**src/rtl/rwt_pkg.sv**
```systemverilog
// Package of register offsets, fields, reset values and counts for the reset and timer block.
package rwt_pkg;
  localparam logic [7:0] OFF_RST_REQ = 8'h00;
  localparam logic [7:0] OFF_GRD_LOCK = 8'h04;
  localparam logic [7:0] OFF_GRD_CTRL = 8'h08;
  localparam logic [7:0] OFF_GRD_RELOAD = 8'h0c;
  localparam logic [7:0] OFF_GRD_REFRESH = 8'h10;
  localparam logic [7:0] OFF_GRD_COUNT = 8'h14;
  localparam logic [7:0] OFF_WAKE_CTRL = 8'h18;
  localparam logic [7:0] OFF_WAKE_LOAD = 8'h1c;
  localparam logic [7:0] OFF_WAKE_COUNT = 8'h20;
  localparam logic [7:0] OFF_TMR_CTRL0 = 8'h24;
  localparam logic [7:0] OFF_TMR_LOAD0 = 8'h28;
  localparam logic [7:0] OFF_TMR_COUNT0 = 8'h2c;
  localparam logic [7:0] OFF_TMR_CTRL1 = 8'h30;
  localparam logic [7:0] OFF_TMR_LOAD1 = 8'h34;
  localparam logic [7:0] OFF_TMR_COUNT1 = 8'h38;
  localparam logic [7:0] OFF_IRQ_STATUS = 8'h3c;
  localparam logic [7:0] OFF_IRQ_MASK = 8'h40;
  localparam logic [7:0] OFF_CLK_SEL = 8'h44;
  localparam logic [7:0] OFF_RST_CAUSE = 8'h48;
  localparam logic [31:0] RST_REQ_KEY = 32'h0000_0001;
  localparam logic [31:0] GRD_UNLOCK_KEY = 32'h1acc_e551;
  localparam logic [31:0] GRD_REFRESH_KEY = 32'h0000_a5a5;
  localparam logic [31:0] GRD_RELOAD_RST = 32'hffff_ffff;
  localparam int CTRL_EN_BIT = 0;
  localparam int CTRL_SRC_BIT = 1;
  localparam int CTRL_PRE_LSB = 8;
  localparam int CTRL_PRE_W = 8;
  localparam int IRQ_TMR0 = 0;
  localparam int IRQ_TMR1 = 1;
  localparam int IRQ_WAKE = 2;
  localparam int IRQ_ATTACH = 3;
  localparam int IRQ_W = 4;
  localparam int CAUSE_POR = 0;
  localparam int CAUSE_SW = 1;
  localparam int CAUSE_GRD = 2;
  localparam int CAUSE_PIN = 3;
  localparam int CLK_MHZ = 100;
  localparam int FAST_CLOCK_KHZ = 24000;
  localparam int SLOW_CLOCK_KHZ = 120;
  localparam int FAST_DIV = (CLK_MHZ * 1000) / FAST_CLOCK_KHZ;
  localparam int SLOW_DIV = (CLK_MHZ * 1000) / SLOW_CLOCK_KHZ;
  localparam int RST_HOLD_CYC = 16;
endpackage

```
**src/rtl/rwt_reset_timers.sv**
```systemverilog
// Reset gathering, lockable guard timer, wake timer and two general down timers.
// How it works
// RULE_01: Supply below threshold resets all domains.
// RULE_02: Software reset request spares the debug port.
// RULE_03: Guard timer reset spares the wake timer.
// RULE_04: External low pin resets all domains.
// RULE_05: Guard timer starts disabled until software enables.
// RULE_06: Guard timer keeps counting during debug halt.
// RULE_07: Guard control writable only after unlock key.
// RULE_08: 32-bit guard expiry issues a system reset.
// RULE_09: Guard timer follows the core clock selection.
// RULE_10: Fast 24 MHz and slow 120 kHz clocks; FAST_DIV divides 100 MHz by 4, giving a 25 MHz fast rate.
// RULE_11: General timers count down, flag at zero.
// RULE_12: General timers use selectable source and prescale.
// RULE_13: 32-bit wake timer schedules low-power exit.
// RULE_14: Cable attach stays active and wakes system.
// RULE_15: Guard counts from reload, refresh restores it.
`timescale 1ns/1ns
module rwt_reset_timers
(
  // Clock and reset.
  input wire logic core_clk,
  input wire logic nrst,
  // Pins and analog inputs.
  input wire logic supply_good,
  input wire logic ext_reset_n,
  input wire logic attach_det,
  input wire logic debug_halt,
  // AXI4-Lite write address.
  input wire logic [7:0] s_axi_awaddr,
  input wire logic s_axi_awvalid,
  output logic s_axi_awready,
  // AXI4-Lite write data.
  input wire logic [31:0] s_axi_wdata,
  input wire logic [3:0] s_axi_wstrb,
  input wire logic s_axi_wvalid,
  output logic s_axi_wready,
  // AXI4-Lite write response.
  output logic [1:0] s_axi_bresp,
  output logic s_axi_bvalid,
  input wire logic s_axi_bready,
  // AXI4-Lite read address.
  input wire logic [7:0] s_axi_araddr,
  input wire logic s_axi_arvalid,
  output logic s_axi_arready,
  // AXI4-Lite read data.
  output logic [31:0] s_axi_rdata,
  output logic [1:0] s_axi_rresp,
  output logic s_axi_rvalid,
  input wire logic s_axi_rready,
  // Domain resets, active low.
  output logic core_rst_n,
  output logic debug_port_rst_n,
  output logic periph_rst_n,
  output logic wake_timer_rst_n,
  output logic guard_rst_n,
  // Clock selection, wake and interrupt.
  output logic fast_clock_sel,
  output logic wake_req,
  output logic irq
);
  localparam int IRQ_W = rwt_pkg::IRQ_W;
  logic [1:0] sup_sync, pin_sync, att_sync;
  logic sup_ok, pin_ok, att_lvl, att_prev;
  logic [31:0] aw_addr_q, w_data_q;
  logic [3:0] w_strb_q;
  logic aw_have, w_have, wr_fire;
  logic [7:0] wr_addr;
  logic wr_ok;
  logic sw_rst_req, grd_fire;
  logic [4:0] hold_cnt;
  logic [3:0] hold_kind;
  logic [3:0] rst_cause;
  logic grd_unlocked, grd_en;
  logic [31:0] grd_reload, grd_count;
  logic [31:0] wake_ctrl, wake_load, tmr_ctrl [2];
  logic [31:0] tmr_load [2];
  logic [31:0] tmr_count [3];
  logic [2:0] tmr_zero;
  logic [IRQ_W-1:0] irq_status, irq_mask, irq_set;
  logic [15:0] fast_div_cnt, slow_div_cnt;
  logic fast_tick, slow_tick, core_tick;

  // Pins and analog levels cross in through two flip-flops each.
  always_ff @(posedge core_clk or negedge nrst)
  begin
    if (!nrst)
    begin
      sup_sync <= 2'b00;
      pin_sync <= 2'b00;
      att_sync <= 2'b00;
      att_prev <= 1'b0;
    end
    else
    begin
      sup_sync <= {sup_sync[0], supply_good};
      pin_sync <= {pin_sync[0], ext_reset_n};
      att_sync <= {att_sync[0], attach_det};
      att_prev <= att_sync[1];
    end
  end
  assign sup_ok = sup_sync[1];
  assign pin_ok = pin_sync[1];
  assign att_lvl = att_sync[1];

  // Fast and slow clock rates as enables divided from the system clock.
  always_ff @(posedge core_clk or negedge nrst)
  begin
    if (!nrst)
    begin
      fast_div_cnt <= 16'h0000;
      slow_div_cnt <= 16'h0000;
    end
    else
    begin
      fast_div_cnt <= fast_tick ? 16'h0000 : fast_div_cnt + 16'h0001; // see RULE_10
      slow_div_cnt <= slow_tick ? 16'h0000 : slow_div_cnt + 16'h0001; // see RULE_10
    end
  end
  assign fast_tick = (fast_div_cnt == 16'(rwt_pkg::FAST_DIV - 1));
  assign slow_tick = (slow_div_cnt == 16'(rwt_pkg::SLOW_DIV - 1));
  assign core_tick = fast_clock_sel ? fast_tick : slow_tick;

  // Reset hold: kind bits are core, debug, wake timer, guard; periph follows core.
  always_ff @(posedge core_clk or negedge nrst)
  begin
    if (!nrst)
    begin
      hold_cnt <= 5'(rwt_pkg::RST_HOLD_CYC);
      hold_kind <= 4'hf;
      rst_cause <= 4'h1;
    end
    else if (!sup_ok)
    begin
      hold_cnt <= 5'(rwt_pkg::RST_HOLD_CYC);
      hold_kind <= 4'hf; // see RULE_01
      rst_cause <= 4'h1 << rwt_pkg::CAUSE_POR;
    end
    else if (!pin_ok)
    begin
      hold_cnt <= 5'(rwt_pkg::RST_HOLD_CYC);
      hold_kind <= 4'hf; // see RULE_04
      rst_cause <= 4'h1 << rwt_pkg::CAUSE_PIN;
    end
    else if (grd_fire)
    begin
      hold_cnt <= 5'(rwt_pkg::RST_HOLD_CYC);
      hold_kind <= hold_kind | 4'b1011; // see RULE_03
      rst_cause <= 4'h1 << rwt_pkg::CAUSE_GRD; // see RULE_08
    end
    else if (sw_rst_req)
    begin
      hold_cnt <= 5'(rwt_pkg::RST_HOLD_CYC);
      hold_kind <= hold_kind | 4'b1101; // see RULE_02
      rst_cause <= 4'h1 << rwt_pkg::CAUSE_SW;
    end
    else if (hold_cnt != 5'h00)
      hold_cnt <= hold_cnt - 5'h01;
    else
      hold_kind <= 4'h0;
  end
  assign core_rst_n = !(hold_cnt != 5'h00 && hold_kind[0]);
  assign periph_rst_n = core_rst_n;
  assign debug_port_rst_n = !(hold_cnt != 5'h00 && hold_kind[1]);
  assign wake_timer_rst_n = !(hold_cnt != 5'h00 && hold_kind[2]);
  assign guard_rst_n = !(hold_cnt != 5'h00 && hold_kind[3]);

  // AXI4-Lite write side: address and data taken in either order.
  assign s_axi_awready = !aw_have && !s_axi_bvalid;
  assign s_axi_wready = !w_have && !s_axi_bvalid;
  assign wr_fire = aw_have && w_have && !s_axi_bvalid;
  assign wr_addr = aw_addr_q[7:0];
  // Strobes are kept with the data, since the master may move them once data is taken.
  assign wr_ok = wr_fire && (w_strb_q == 4'hf) && (wr_addr[1:0] == 2'b00);
  always_ff @(posedge core_clk or negedge nrst)
  begin
    if (!nrst)
    begin
      aw_have <= 1'b0;
      w_have <= 1'b0;
      aw_addr_q <= 32'h0000_0000;
      w_data_q <= 32'h0000_0000;
      w_strb_q <= 4'h0;
      s_axi_bvalid <= 1'b0;
      s_axi_bresp <= 2'b00;
    end
    else
    begin
      if (s_axi_awvalid && s_axi_awready)
      begin
        aw_have <= 1'b1;
        aw_addr_q <= {24'h000000, s_axi_awaddr};
      end
      if (s_axi_wvalid && s_axi_wready)
      begin
        w_have <= 1'b1;
        w_data_q <= s_axi_wdata;
        w_strb_q <= s_axi_wstrb;
      end
      if (wr_fire)
      begin
        aw_have <= 1'b0;
        w_have <= 1'b0;
        s_axi_bvalid <= 1'b1;
        s_axi_bresp <= (wr_addr <= rwt_pkg::OFF_RST_CAUSE) ? 2'b00 : 2'b10;
      end
      else if (s_axi_bready)
        s_axi_bvalid <= 1'b0;
    end
  end

  // Register writes. Only full-word writes have effect.
  assign sw_rst_req = wr_ok && wr_addr == rwt_pkg::OFF_RST_REQ
    && w_data_q == rwt_pkg::RST_REQ_KEY; // see RULE_02
  always_ff @(posedge core_clk or negedge nrst)
  begin
    if (!nrst)
    begin
      wake_ctrl <= 32'h0000_0000;
      wake_load <= 32'h0000_0000;
      tmr_ctrl[0] <= 32'h0000_0000;
      tmr_ctrl[1] <= 32'h0000_0000;
      tmr_load[0] <= 32'h0000_0000;
      tmr_load[1] <= 32'h0000_0000;
      irq_mask <= '0;
      fast_clock_sel <= 1'b1;
    end
    else if (wr_ok)
    begin
      unique case (wr_addr)
        rwt_pkg::OFF_WAKE_CTRL: wake_ctrl <= w_data_q;
        rwt_pkg::OFF_WAKE_LOAD: wake_load <= w_data_q;
        rwt_pkg::OFF_TMR_CTRL0: tmr_ctrl[0] <= w_data_q; // see RULE_12
        rwt_pkg::OFF_TMR_LOAD0: tmr_load[0] <= w_data_q;
        rwt_pkg::OFF_TMR_CTRL1: tmr_ctrl[1] <= w_data_q; // see RULE_12
        rwt_pkg::OFF_TMR_LOAD1: tmr_load[1] <= w_data_q;
        rwt_pkg::OFF_IRQ_MASK: irq_mask <= w_data_q[IRQ_W-1:0];
        rwt_pkg::OFF_CLK_SEL: fast_clock_sel <= w_data_q[0];
        default: ;
      endcase
    end
  end

  // Guard timer: lock, enable, reload and count on the core clock rate.
  always_ff @(posedge core_clk or negedge nrst)
  begin
    if (!nrst)
    begin
      grd_unlocked <= 1'b0;
      grd_en <= 1'b0; // see RULE_05
      grd_reload <= rwt_pkg::GRD_RELOAD_RST;
      grd_count <= rwt_pkg::GRD_RELOAD_RST;
    end
    else if (!guard_rst_n)
    begin
      grd_unlocked <= 1'b0;
      grd_en <= 1'b0;
      grd_reload <= rwt_pkg::GRD_RELOAD_RST;
      grd_count <= rwt_pkg::GRD_RELOAD_RST;
    end
    else
    begin
      if (wr_ok && wr_addr == rwt_pkg::OFF_GRD_LOCK)
        grd_unlocked <= (w_data_q == rwt_pkg::GRD_UNLOCK_KEY); // see RULE_07
      if (wr_ok && grd_unlocked && wr_addr == rwt_pkg::OFF_GRD_CTRL)
      begin
        grd_en <= w_data_q[rwt_pkg::CTRL_EN_BIT]; // see RULE_07
        grd_count <= grd_reload;
        grd_unlocked <= 1'b0;
      end
      else if (wr_ok && grd_unlocked && wr_addr == rwt_pkg::OFF_GRD_RELOAD)
      begin
        grd_reload <= w_data_q;
        grd_unlocked <= 1'b0;
      end
      else if (wr_ok && wr_addr == rwt_pkg::OFF_GRD_REFRESH
        && w_data_q == rwt_pkg::GRD_REFRESH_KEY)
        grd_count <= grd_reload; // see RULE_15
      else if (grd_en && core_tick && grd_count != 32'h0000_0000)
        grd_count <= grd_count - 32'h0000_0001; // see RULE_06, see RULE_09
    end
  end
  // Debug halt deliberately has no effect on the guard count.
  assign grd_fire = grd_en && (grd_count == 32'h0000_0000); // see RULE_08, see RULE_15

  // Wake timer and two general timers share one counter module.
  genvar gi;
  generate
    for (gi = 0; gi < 3; gi++)
    begin : g_tmr
      logic [31:0] ctrl_w;
      logic ld;
      logic rst_ok;
      assign ctrl_w = (gi == 2) ? wake_ctrl : tmr_ctrl[gi % 2];
      assign rst_ok = (gi == 2) ? wake_timer_rst_n : periph_rst_n;
      assign ld = !rst_ok || (wr_ok && wr_addr == ((gi == 2) ? rwt_pkg::OFF_WAKE_LOAD
        : ((gi == 0) ? rwt_pkg::OFF_TMR_LOAD0 : rwt_pkg::OFF_TMR_LOAD1)));
      rwt_down_timer u_tmr
      (
        .core_clk(core_clk),
        .nrst(nrst),
        .enable(rst_ok && ctrl_w[rwt_pkg::CTRL_EN_BIT]),
        .tick(ctrl_w[rwt_pkg::CTRL_SRC_BIT] ? fast_tick : slow_tick), // see RULE_12
        .prescale(ctrl_w[rwt_pkg::CTRL_PRE_LSB +: rwt_pkg::CTRL_PRE_W]),
        .load(ld),
        .load_value(rst_ok ? w_data_q : 32'h0000_0000),
        .count(tmr_count[gi]),
        .zero_pulse(tmr_zero[gi]) // see RULE_11, see RULE_13
      );
    end
  endgenerate

  // Sticky status: hardware set wins over write-one-to-clear.
  assign irq_set = {att_lvl && !att_prev, tmr_zero[2], tmr_zero[1], tmr_zero[0]};
  always_ff @(posedge core_clk or negedge nrst)
  begin
    if (!nrst)
      irq_status <= '0;
    else if (wr_ok && wr_addr == rwt_pkg::OFF_IRQ_STATUS)
      irq_status <= (irq_status & ~w_data_q[IRQ_W-1:0]) | irq_set; // see RULE_11
    else
      irq_status <= irq_status | irq_set;
  end
  assign irq = |(irq_status & irq_mask);
  // Attach and wake expiry wake the system regardless of the mask.
  assign wake_req = irq_status[rwt_pkg::IRQ_ATTACH] // see RULE_14
    || irq_status[rwt_pkg::IRQ_WAKE]; // see RULE_13

  // AXI4-Lite read side: one cycle after address acceptance.
  assign s_axi_arready = !s_axi_rvalid;
  always_ff @(posedge core_clk or negedge nrst)
  begin
    if (!nrst)
    begin
      s_axi_rvalid <= 1'b0;
      s_axi_rdata <= 32'h0000_0000;
      s_axi_rresp <= 2'b00;
    end
    else if (s_axi_arvalid && s_axi_arready)
    begin
      s_axi_rvalid <= 1'b1;
      s_axi_rresp <= 2'b00;
      unique case (s_axi_araddr)
        rwt_pkg::OFF_GRD_LOCK: s_axi_rdata <= {31'h0, grd_unlocked};
        rwt_pkg::OFF_GRD_CTRL: s_axi_rdata <= {31'h0, grd_en};
        rwt_pkg::OFF_GRD_RELOAD: s_axi_rdata <= grd_reload;
        rwt_pkg::OFF_GRD_COUNT: s_axi_rdata <= grd_count;
        rwt_pkg::OFF_WAKE_CTRL: s_axi_rdata <= wake_ctrl;
        rwt_pkg::OFF_WAKE_LOAD: s_axi_rdata <= wake_load;
        rwt_pkg::OFF_WAKE_COUNT: s_axi_rdata <= tmr_count[2];
        rwt_pkg::OFF_TMR_CTRL0: s_axi_rdata <= tmr_ctrl[0];
        rwt_pkg::OFF_TMR_LOAD0: s_axi_rdata <= tmr_load[0];
        rwt_pkg::OFF_TMR_COUNT0: s_axi_rdata <= tmr_count[0];
        rwt_pkg::OFF_TMR_CTRL1: s_axi_rdata <= tmr_ctrl[1];
        rwt_pkg::OFF_TMR_LOAD1: s_axi_rdata <= tmr_load[1];
        rwt_pkg::OFF_TMR_COUNT1: s_axi_rdata <= tmr_count[1];
        rwt_pkg::OFF_IRQ_STATUS: s_axi_rdata <= {28'h0, irq_status};
        rwt_pkg::OFF_IRQ_MASK: s_axi_rdata <= {28'h0, irq_mask};
        rwt_pkg::OFF_CLK_SEL: s_axi_rdata <= {31'h0, fast_clock_sel};
        rwt_pkg::OFF_RST_CAUSE: s_axi_rdata <= {28'h0, rst_cause};
        rwt_pkg::OFF_RST_REQ: s_axi_rdata <= 32'h0000_0000;
        default:
        begin
          s_axi_rdata <= 32'h0000_0000;
          s_axi_rresp <= 2'b10;
        end
      endcase
    end
    else if (s_axi_rready)
      s_axi_rvalid <= 1'b0;
  end
endmodule

```
**src/rtl/rwt_down_timer.sv**
```systemverilog
// Generic 32-bit down-counter with enable, prescaler and reload, used by the wake and general timers.
`timescale 1ns/1ns
module rwt_down_timer
(
  // Clock and reset.
  input wire logic core_clk,
  input wire logic nrst,
  // Control.
  input wire logic enable,
  input wire logic tick,
  input wire logic [7:0] prescale,
  input wire logic load,
  input wire logic [31:0] load_value,
  // State.
  output logic [31:0] count,
  output logic zero_pulse
);
  logic [7:0] pre_cnt;
  logic step;

  assign step = enable && tick && (pre_cnt == prescale);

  // Prescaler divides the source tick by prescale plus one.
  always_ff @(posedge core_clk or negedge nrst)
  begin
    if (!nrst)
      pre_cnt <= 8'h00;
    else if (load || !enable)
      pre_cnt <= 8'h00;
    else if (tick)
      pre_cnt <= (pre_cnt == prescale) ? 8'h00 : pre_cnt + 8'h01;
  end

  // Counter stops at zero and pulses once when it gets there.
  always_ff @(posedge core_clk or negedge nrst)
  begin
    if (!nrst)
    begin
      count <= 32'h0000_0000;
      zero_pulse <= 1'b0;
    end
    else
    begin
      zero_pulse <= 1'b0;
      if (load)
        count <= load_value;
      else if (step && count != 32'h0000_0000)
      begin
        count <= count - 32'h0000_0001;
        zero_pulse <= (count == 32'h0000_0001);
      end
    end
  end
endmodule

```
**config.mk**
```make
export PLATFORM = sky130hd
export DESIGN_NAME = rwt_reset_timers
export DESIGN_NICKNAME = d
export VERILOG_FILES = /design/src/rtl/rwt_pkg.sv /design/src/rtl/rwt_reset_timers.sv /design/src/rtl/rwt_down_timer.sv
export SDC_FILE = /design/constraint.sdc
export NUM_CORES = 1
export LEC_CHECK = 0
export CORE_AREA = 2 2 225 227
export CTS_CLUSTER_DIAMETER = 150
export CTS_CLUSTER_SIZE = 16
export DETAILED_ROUTE_END_ITERATION = 8
export DIE_AREA = 0 0 227 229
export DONT_BUFFER_PORTS = 1
export PLACE_DENSITY = 0.68
export REMOVE_ABC_BUFFERS = 1
export SYNTH_ARGS = -nofsm -noshare
export SYNTH_HDL_FRONTEND = slang
export SYNTH_SLANG_ARGS = --single-unit
```
**constraint.sdc**
```tcl
create_clock -name core_clk -period 3.9 [get_ports core_clk]
set_input_delay 0.585 -clock core_clk [delete_from_list [all_inputs] [get_ports core_clk]]
set_output_delay 0.585 -clock core_clk [all_outputs]
set_load 0.1 [all_outputs]
```
==> results.sh, run 1 <==
export IMPL_status="complete, but fails checks"
export IMPL_violations="hold timing, slew limit"
export IMPL_rr_endpoint="g_tmr[2].u_tmr.count[16]$_DFFE_PN0P_"
export IMPL_cp_num_buf_inv=0
export IMPL_path_depth=7
export IMPL_antenna_left=0
export IMPL_synth_top_area_share_pct=43.6
export IMPL_arrival_ps=4250
export IMPL_synth_area_um2=26000
export IMPL_worstPathMaxFanout=11
export IMPL_ys_flop_type="dfrtp_1"
export IMPL_cts_tree="done"
export IMPL_p_leak_nw=12.5
export IMPL_drtIter0Drc=3263
export IMPL_period_share_pct=98.3
export IMPL_grt_use_total_pct=34.1
export IMPL_drv_slew=274
export IMPL_slew_headroom_pct=-40.5
export IMPL_hold_ws_ps=-271
export IMPL_synth_most_common_cell="nand2_1"
export IMPL_crit_start="g_tmr[2].u_tmr.count[5]$_DFFE_PN0P_"
export IMPL_start_util_pct=52.4
export IMPL_wl_per_cell_um=26.9
export IMPL_avgSynthCellArea_um2=9.78
export IMPL_synthCells=2659
export IMPL_ys_ff_latch=523
export IMPL_h_tree_depth=2
export IMPL_post_route_util_pct=56.6
export IMPL_insertion_delay_ps=590
export IMPL_hold_viol_final=206
export IMPL_cts_buffers_inserted=38
export IMPL_required_ps=4310
export IMPL_path_delay_family="simple AND/OR/NAND/NOR gates"
export IMPL_dpl_cell_area_um2=27000
export IMPL_drv_cap=0
export IMPL_setup_tns_ps=0
export IMPL_viasPerCell=6.74
export IMPL_grt_overflow=0
export IMPL_start_kind="flip-flop"
export IMPL_dieArea_um2=52000
export IMPL_path_clk_slew_ps=80
export IMPL_vias=22236
export IMPL_setup_viol=0
export IMPL_io_buffers=0
export IMPL_clk_path_buf_depth=3
export IMPL_ys_async_sr_fraction_pct=100
export IMPL_dp_slack_ps=231
export IMPL_die_h_um=229
export IMPL_hold_path_class="input port to async pin"
export IMPL_yosysTopAreaCell="dfrtp_1"
export IMPL_peakVddDrop_mv=0.718
export IMPL_fin_cells=3300
export IMPL_gp_congestion=0.950
export IMPL_powerDensity_nw_per_um2=433
export IMPL_grt_pass1_vias=21501
export IMPL_tightest_slew_ps=2110
export IMPL_path_cells="or4_1 -> or4_1 -> nor4_1 -> nand4bb_1 -> or2_2 -> or3_1 -> a31oi_1"
export IMPL_crit_end="g_tmr[2].u_tmr.count[16]$_DFFE_PN0P_"
export IMPL_ys_warn_count=0
export IMPL_core_area_um2=49700
export IMPL_path_common_cell="or4_1"
export IMPL_max_freq_mhz=261
export IMPL_worstSetupEndpointType="flip-flop"
export IMPL_dp_cells=3231
export IMPL_antenna_found_initial=3
export IMPL_ff2ff_path_depth=7
export IMPL_pin_count=112
export IMPL_fin_crit_ps=3830
export IMPL_ys_top_cells_by_count="nand2_1 (492), dfrtp_1 (453), clkbuf_1 (179), o21ai_0 (152), mux2_2 (147)"
export IMPL_first_pass_iters=8
export IMPL_grt_pass1_wl_um=133000
export IMPL_slowest_delay_ps=820
export IMPL_p_total_mw=12.2
export IMPL_ctsRootBufferMaster="clkbuf_16"
export IMPL_fin_skew_ps=13.4
export IMPL_fp_dieW_um=227
export IMPL_drive_above_1_share_pct=15.7
export IMPL_hpwlAfterDp_um=58100
export IMPL_drt_total_wl_um=88700
export IMPL_r2r_start="g_tmr[2].u_tmr.count[5]$_DFFE_PN0P_"
export IMPL_cts_sinks=523
export IMPL_synth_edff_count=0
export IMPL_rows=82
export IMPL_crit_path_top_delay_cell="nor4_1"
export IMPL_grt_max_degree=524
export IMPL_rrSetupSlack_ps=70
export IMPL_synthTopCellsByArea="dfrtp_1 (44%), nand2_1 (7.1%), dfstp_2 (7.1%)"
export IMPL_synth_cell_types=69
export IMPL_final_area_um2=28100
export IMPL_setup_ws_ps=68.1
export IMPL_synth_seq_area_share_pct=50.7
export IMPL_area_growth_pct=8.09
export IMPL_fin_nets=2680
export IMPL_path_class="flip-flop to flip-flop"
export IMPL_drc=0
==> placed cells by master, fill, tap and decap left out, types with 41 or more instances in the layout <==
cell type and count:
dfrtp_1 453, o21ai_0 152, nor4_1 59, nor3_1 65
xor2_1 43, a222oi_1 91, a21oi_1 98, mux2_2 147
buf_4 95, dfstp_2 70, clkbuf_16 41, nand2_1 488
nor2_1 106, nand3_1 105, nand4_1 44, xnor2_1 80
==> worst min path at each step <==
stage	start	depth (start not counted)	endpoint
floorplan	nrst	0	att_prev$_DFF_PN0_
global placement	nrst	0	pin_sync[0]$_DFF_PN0_
detailed placement	nrst	0	pin_sync[0]$_DFF_PN0_
CTS	nrst	0	pin_sync[1]$_DFF_PN0_
global route	nrst	0	pin_sync[1]$_DFF_PN0_
finish	nrst	0	pin_sync[1]$_DFF_PN0_
==> repair_timing <==
| action | CTS | global route |
|---|---|---|
| resized for setup | 0 | 1 |
| hold endpoints to repair | 471 | 453 |
| setup endpoints to repair | 0 | 4 |
| buffers inserted | 0 | 0 |
==> registers in the layout, summed over array words and instances (netlist names), 24 cells and up <==
signal and flops:
grd_reload 32, s_axi_rdata 32, g_tmr.u_tmr.pre_cnt 24, w_data_q 32, wake_load 32, grd_count 32
g_tmr.ctrl_w 96, tmr_load 64, g_tmr.u_tmr.count 96
==> cell type report <==
cell class / count / area, µm²
Antenna cell: 1 / 2.50
Clock buffer: 67 / 1120
Clock inverter: 1 / 7.51
Fill cell: 4316 / 21500
Inverter: 24 / 95.1
Multi-Input combinational cell: 1913 / 12100
Sequential cell: 523 / 13200
Tap cell: 672 / 841
Timing Repair Buffer: 99 / 793
==> worst register-to-register path, delay by kind of cell (launching register included) <==
kind	cells	cell delay, ps
AO/OA/AOI/OAI	1	80
flip-flops	1	450
AND/OR/NAND/NOR	6	3120
==> cell families after synthesis <==
family                   synth area share [%]
multiplexers                             6.71
adder cells (fa/ha/maj)                 0.866
XOR/XNOR                                 4.14
other                                  0.0144
flip-flops                               50.7
AND/OR/NAND/NOR                          20.2
AO/OA/AOI/OAI                            14.1
buffers and inverters                    3.34
==> metal layers <==
metal / up-vias / global-route usage [%] / share of wire (%)
met2: 1377 / 50.7 / 44
met5: - / 0 / 0.015
li1: 9577 / - / -
met1: 10951 / 46.6 / 39
met4: 2 / 17.7 / 5.8
met3: 329 / 7.97 / 11
==> power breakdown <==
| group | switching [mW] | internal [mW] | total [mW] |
|---|---|---|---|
| combinational | 1.38 | 0.651 | 2.03 |
| clock | 1.99 | 1.96 | 3.96 |
| sequential | 0.477 | 5.72 | 6.20 |
Note: power is estimated with default switching activity, not from simulation.
==> run 2, diff against run 1 <==
- RECOVER_POWER: not set -> 50
==> results.sh, run 2 (synthesized netlist as in run 1, its figures left out) <==
export IMPL_setup_tns_ps=0
export IMPL_fin_nets=2680
export IMPL_pin_count=112
export IMPL_grt_overflow=0
export IMPL_hold_viol_final=206
export IMPL_worstSetupEndpointType="flip-flop"
export IMPL_grt_use_total_pct=34.1
export IMPL_core_area_um2=49700
export IMPL_drt_total_wl_um=88800
export IMPL_hpwlAfterDp_um=58100
export IMPL_required_ps=4310
export IMPL_p_total_mw=12.2
export IMPL_setup_viol=0
export IMPL_cts_buffers_inserted=38
export IMPL_rows=82
export IMPL_first_pass_iters=8
export IMPL_r2r_start="g_tmr[2].u_tmr.count[5]$_DFFE_PN0P_"
export IMPL_drtIter0Drc=3265
export IMPL_area_growth_pct=8.07
export IMPL_max_freq_mhz=261
export IMPL_p_leak_nw=12.5
export IMPL_h_tree_depth=2
export IMPL_drive_above_1_share_pct=15.6
export IMPL_gp_congestion=0.950
export IMPL_met1Wirelength_um=34700
export IMPL_ctsRootBufferMaster="clkbuf_16"
export IMPL_start_kind="flip-flop"
export IMPL_nFillCells=4317
export IMPL_period_share_pct=98.1
export IMPL_grt_max_degree=524
export IMPL_violations="hold timing, slew limit"
export IMPL_dieArea_um2=52000
export IMPL_drc=0
export IMPL_path_clk_slew_ps=80
export IMPL_fp_dieW_um=227
export IMPL_grt_pass1_vias=21501
export IMPL_antenna_found_initial=3
export IMPL_start_util_pct=52.4
export IMPL_final_area_um2=28100
export IMPL_peakVddDrop_mv=0.718
export IMPL_powerDensity_nw_per_um2=433
export IMPL_arrival_ps=4240
export IMPL_die_h_um=229
export IMPL_highest_layer="met5"
export IMPL_cts_sinks=523
export IMPL_antenna_left=0
export IMPL_cts_setup_buffers=0
export IMPL_insertion_delay_ps=590
export IMPL_tightest_slew_ps=2210
export IMPL_wl_per_cell_um=26.9
export IMPL_dpl_cell_area_um2=27000
export IMPL_clk_path_buf_depth=3
export IMPL_grt_pass1_wl_um=133000
export IMPL_fin_skew_ps=15.9
export IMPL_drv_slew=274
export IMPL_viasPerCell=6.75
export IMPL_hold_path_class="input port to async pin"
export IMPL_worstPathMaxFanout=11
export IMPL_route_met3_wl_um=10000
export IMPL_cts_tree="done"
export IMPL_path_class="flip-flop to flip-flop"
export IMPL_io_buffers=0
export IMPL_fin_crit_ps=3830
export IMPL_status="complete, but fails checks"
export IMPL_wl_met2_um=39000
export IMPL_vias=22286
export IMPL_crit_start="g_tmr[2].u_tmr.count[5]$_DFFE_PN0P_"
export IMPL_multi_input_area_um2=12100
export IMPL_layout_common_cells="nand2_1 (488), dfrtp_1 (453), o21ai_0 (152)"
export IMPL_hold_ws_ps=-274
export IMPL_drv_cap=0
export IMPL_slew_headroom_pct=-47.4
export IMPL_layout_commonest_cell="nand2_1"
export IMPL_regArea_um2=13200
run 2: changes by cell type in the layout (fill, tap and decap cells not counted), sizes merged:
cell,change
clkbuf,+1
buf,-1
run 2: area by class of cell:
| cell class | instances | area share, % |
|---|---|---|
| diodes | 1 | 0.00890 |
| clock buffers | 67 | 4.00 |
| clock inverters | 1 | 0.0267 |
| inverters | 24 | 0.338 |
| multi-input cells | 1913 | 43.0 |
| flip-flops and latches | 523 | 46.9 |
| well taps | 672 | 2.99 |
| repair buffers | 99 | 2.81 |
run 2: worst paths after layout:
path | endpoint | slack (ps) | cells past startpoint
max in group asynchronous | hold_cnt[1]$_DFFE_PN0P_ | 2450 | 0
min | pin_sync[1]$_DFF_PN0_ | -270 | 0
max | g_tmr[2].u_tmr.count[16]$_DFFE_PN0P_ | 70 | 7
min in group core_clk | att_sync[0]$_DFF_PN0_ | 30 | 0
min reg2reg | pin_sync[1]$_DFF_PN0_ | 340 | 0
max reg2reg | g_tmr[2].u_tmr.count[16]$_DFFE_PN0P_ | 70 | 7
run 2: where the power goes:
| group | leakage [nW] | internal, mW | switching (mW) |
|---|---|---|---|
| registers | 6.91 | 5.72 | 0.476 |
| logic | 5.06 | 0.647 | 1.38 |
| clock network | 0.536 | 1.96 | 2.00 |
run 2: worst max-delay path, cell delays in order, from the launching register on:
cell	delay [ps]
dfrtp_1	450
or4_1	660
or4_1	560
nor4_1	820
nand4bb_1	540
or2_2	370
or3_1	160
a31oi_1	80
run 2: through the flow:
stage	utilization, %	std cells	hold slack (ps)	setup WS [ps]
floorplan	-	2460	289	-2480
global placement	54.3	3231	323	299
detailed placement	54.3	3231	318	231
CTS	56.6	3299	-297	176
global route	56.6	3299	-294	-29.6
finish	56.6	3300	-274	74.0
run 2: per-layer routing:
layer  track usage (%)  up-vias
li1                  -     9580
met1              46.6    10987
met2              50.7     1399
met3              7.97      318
met4              17.7        2
met5                 0        -
run 2: timing repair:
item / 4_1_cts / 5_1_grt
resized for setup: 0 / 1
hold endpoints to repair: 471 / 453
endpoints found under the setup margin: 0 / 4
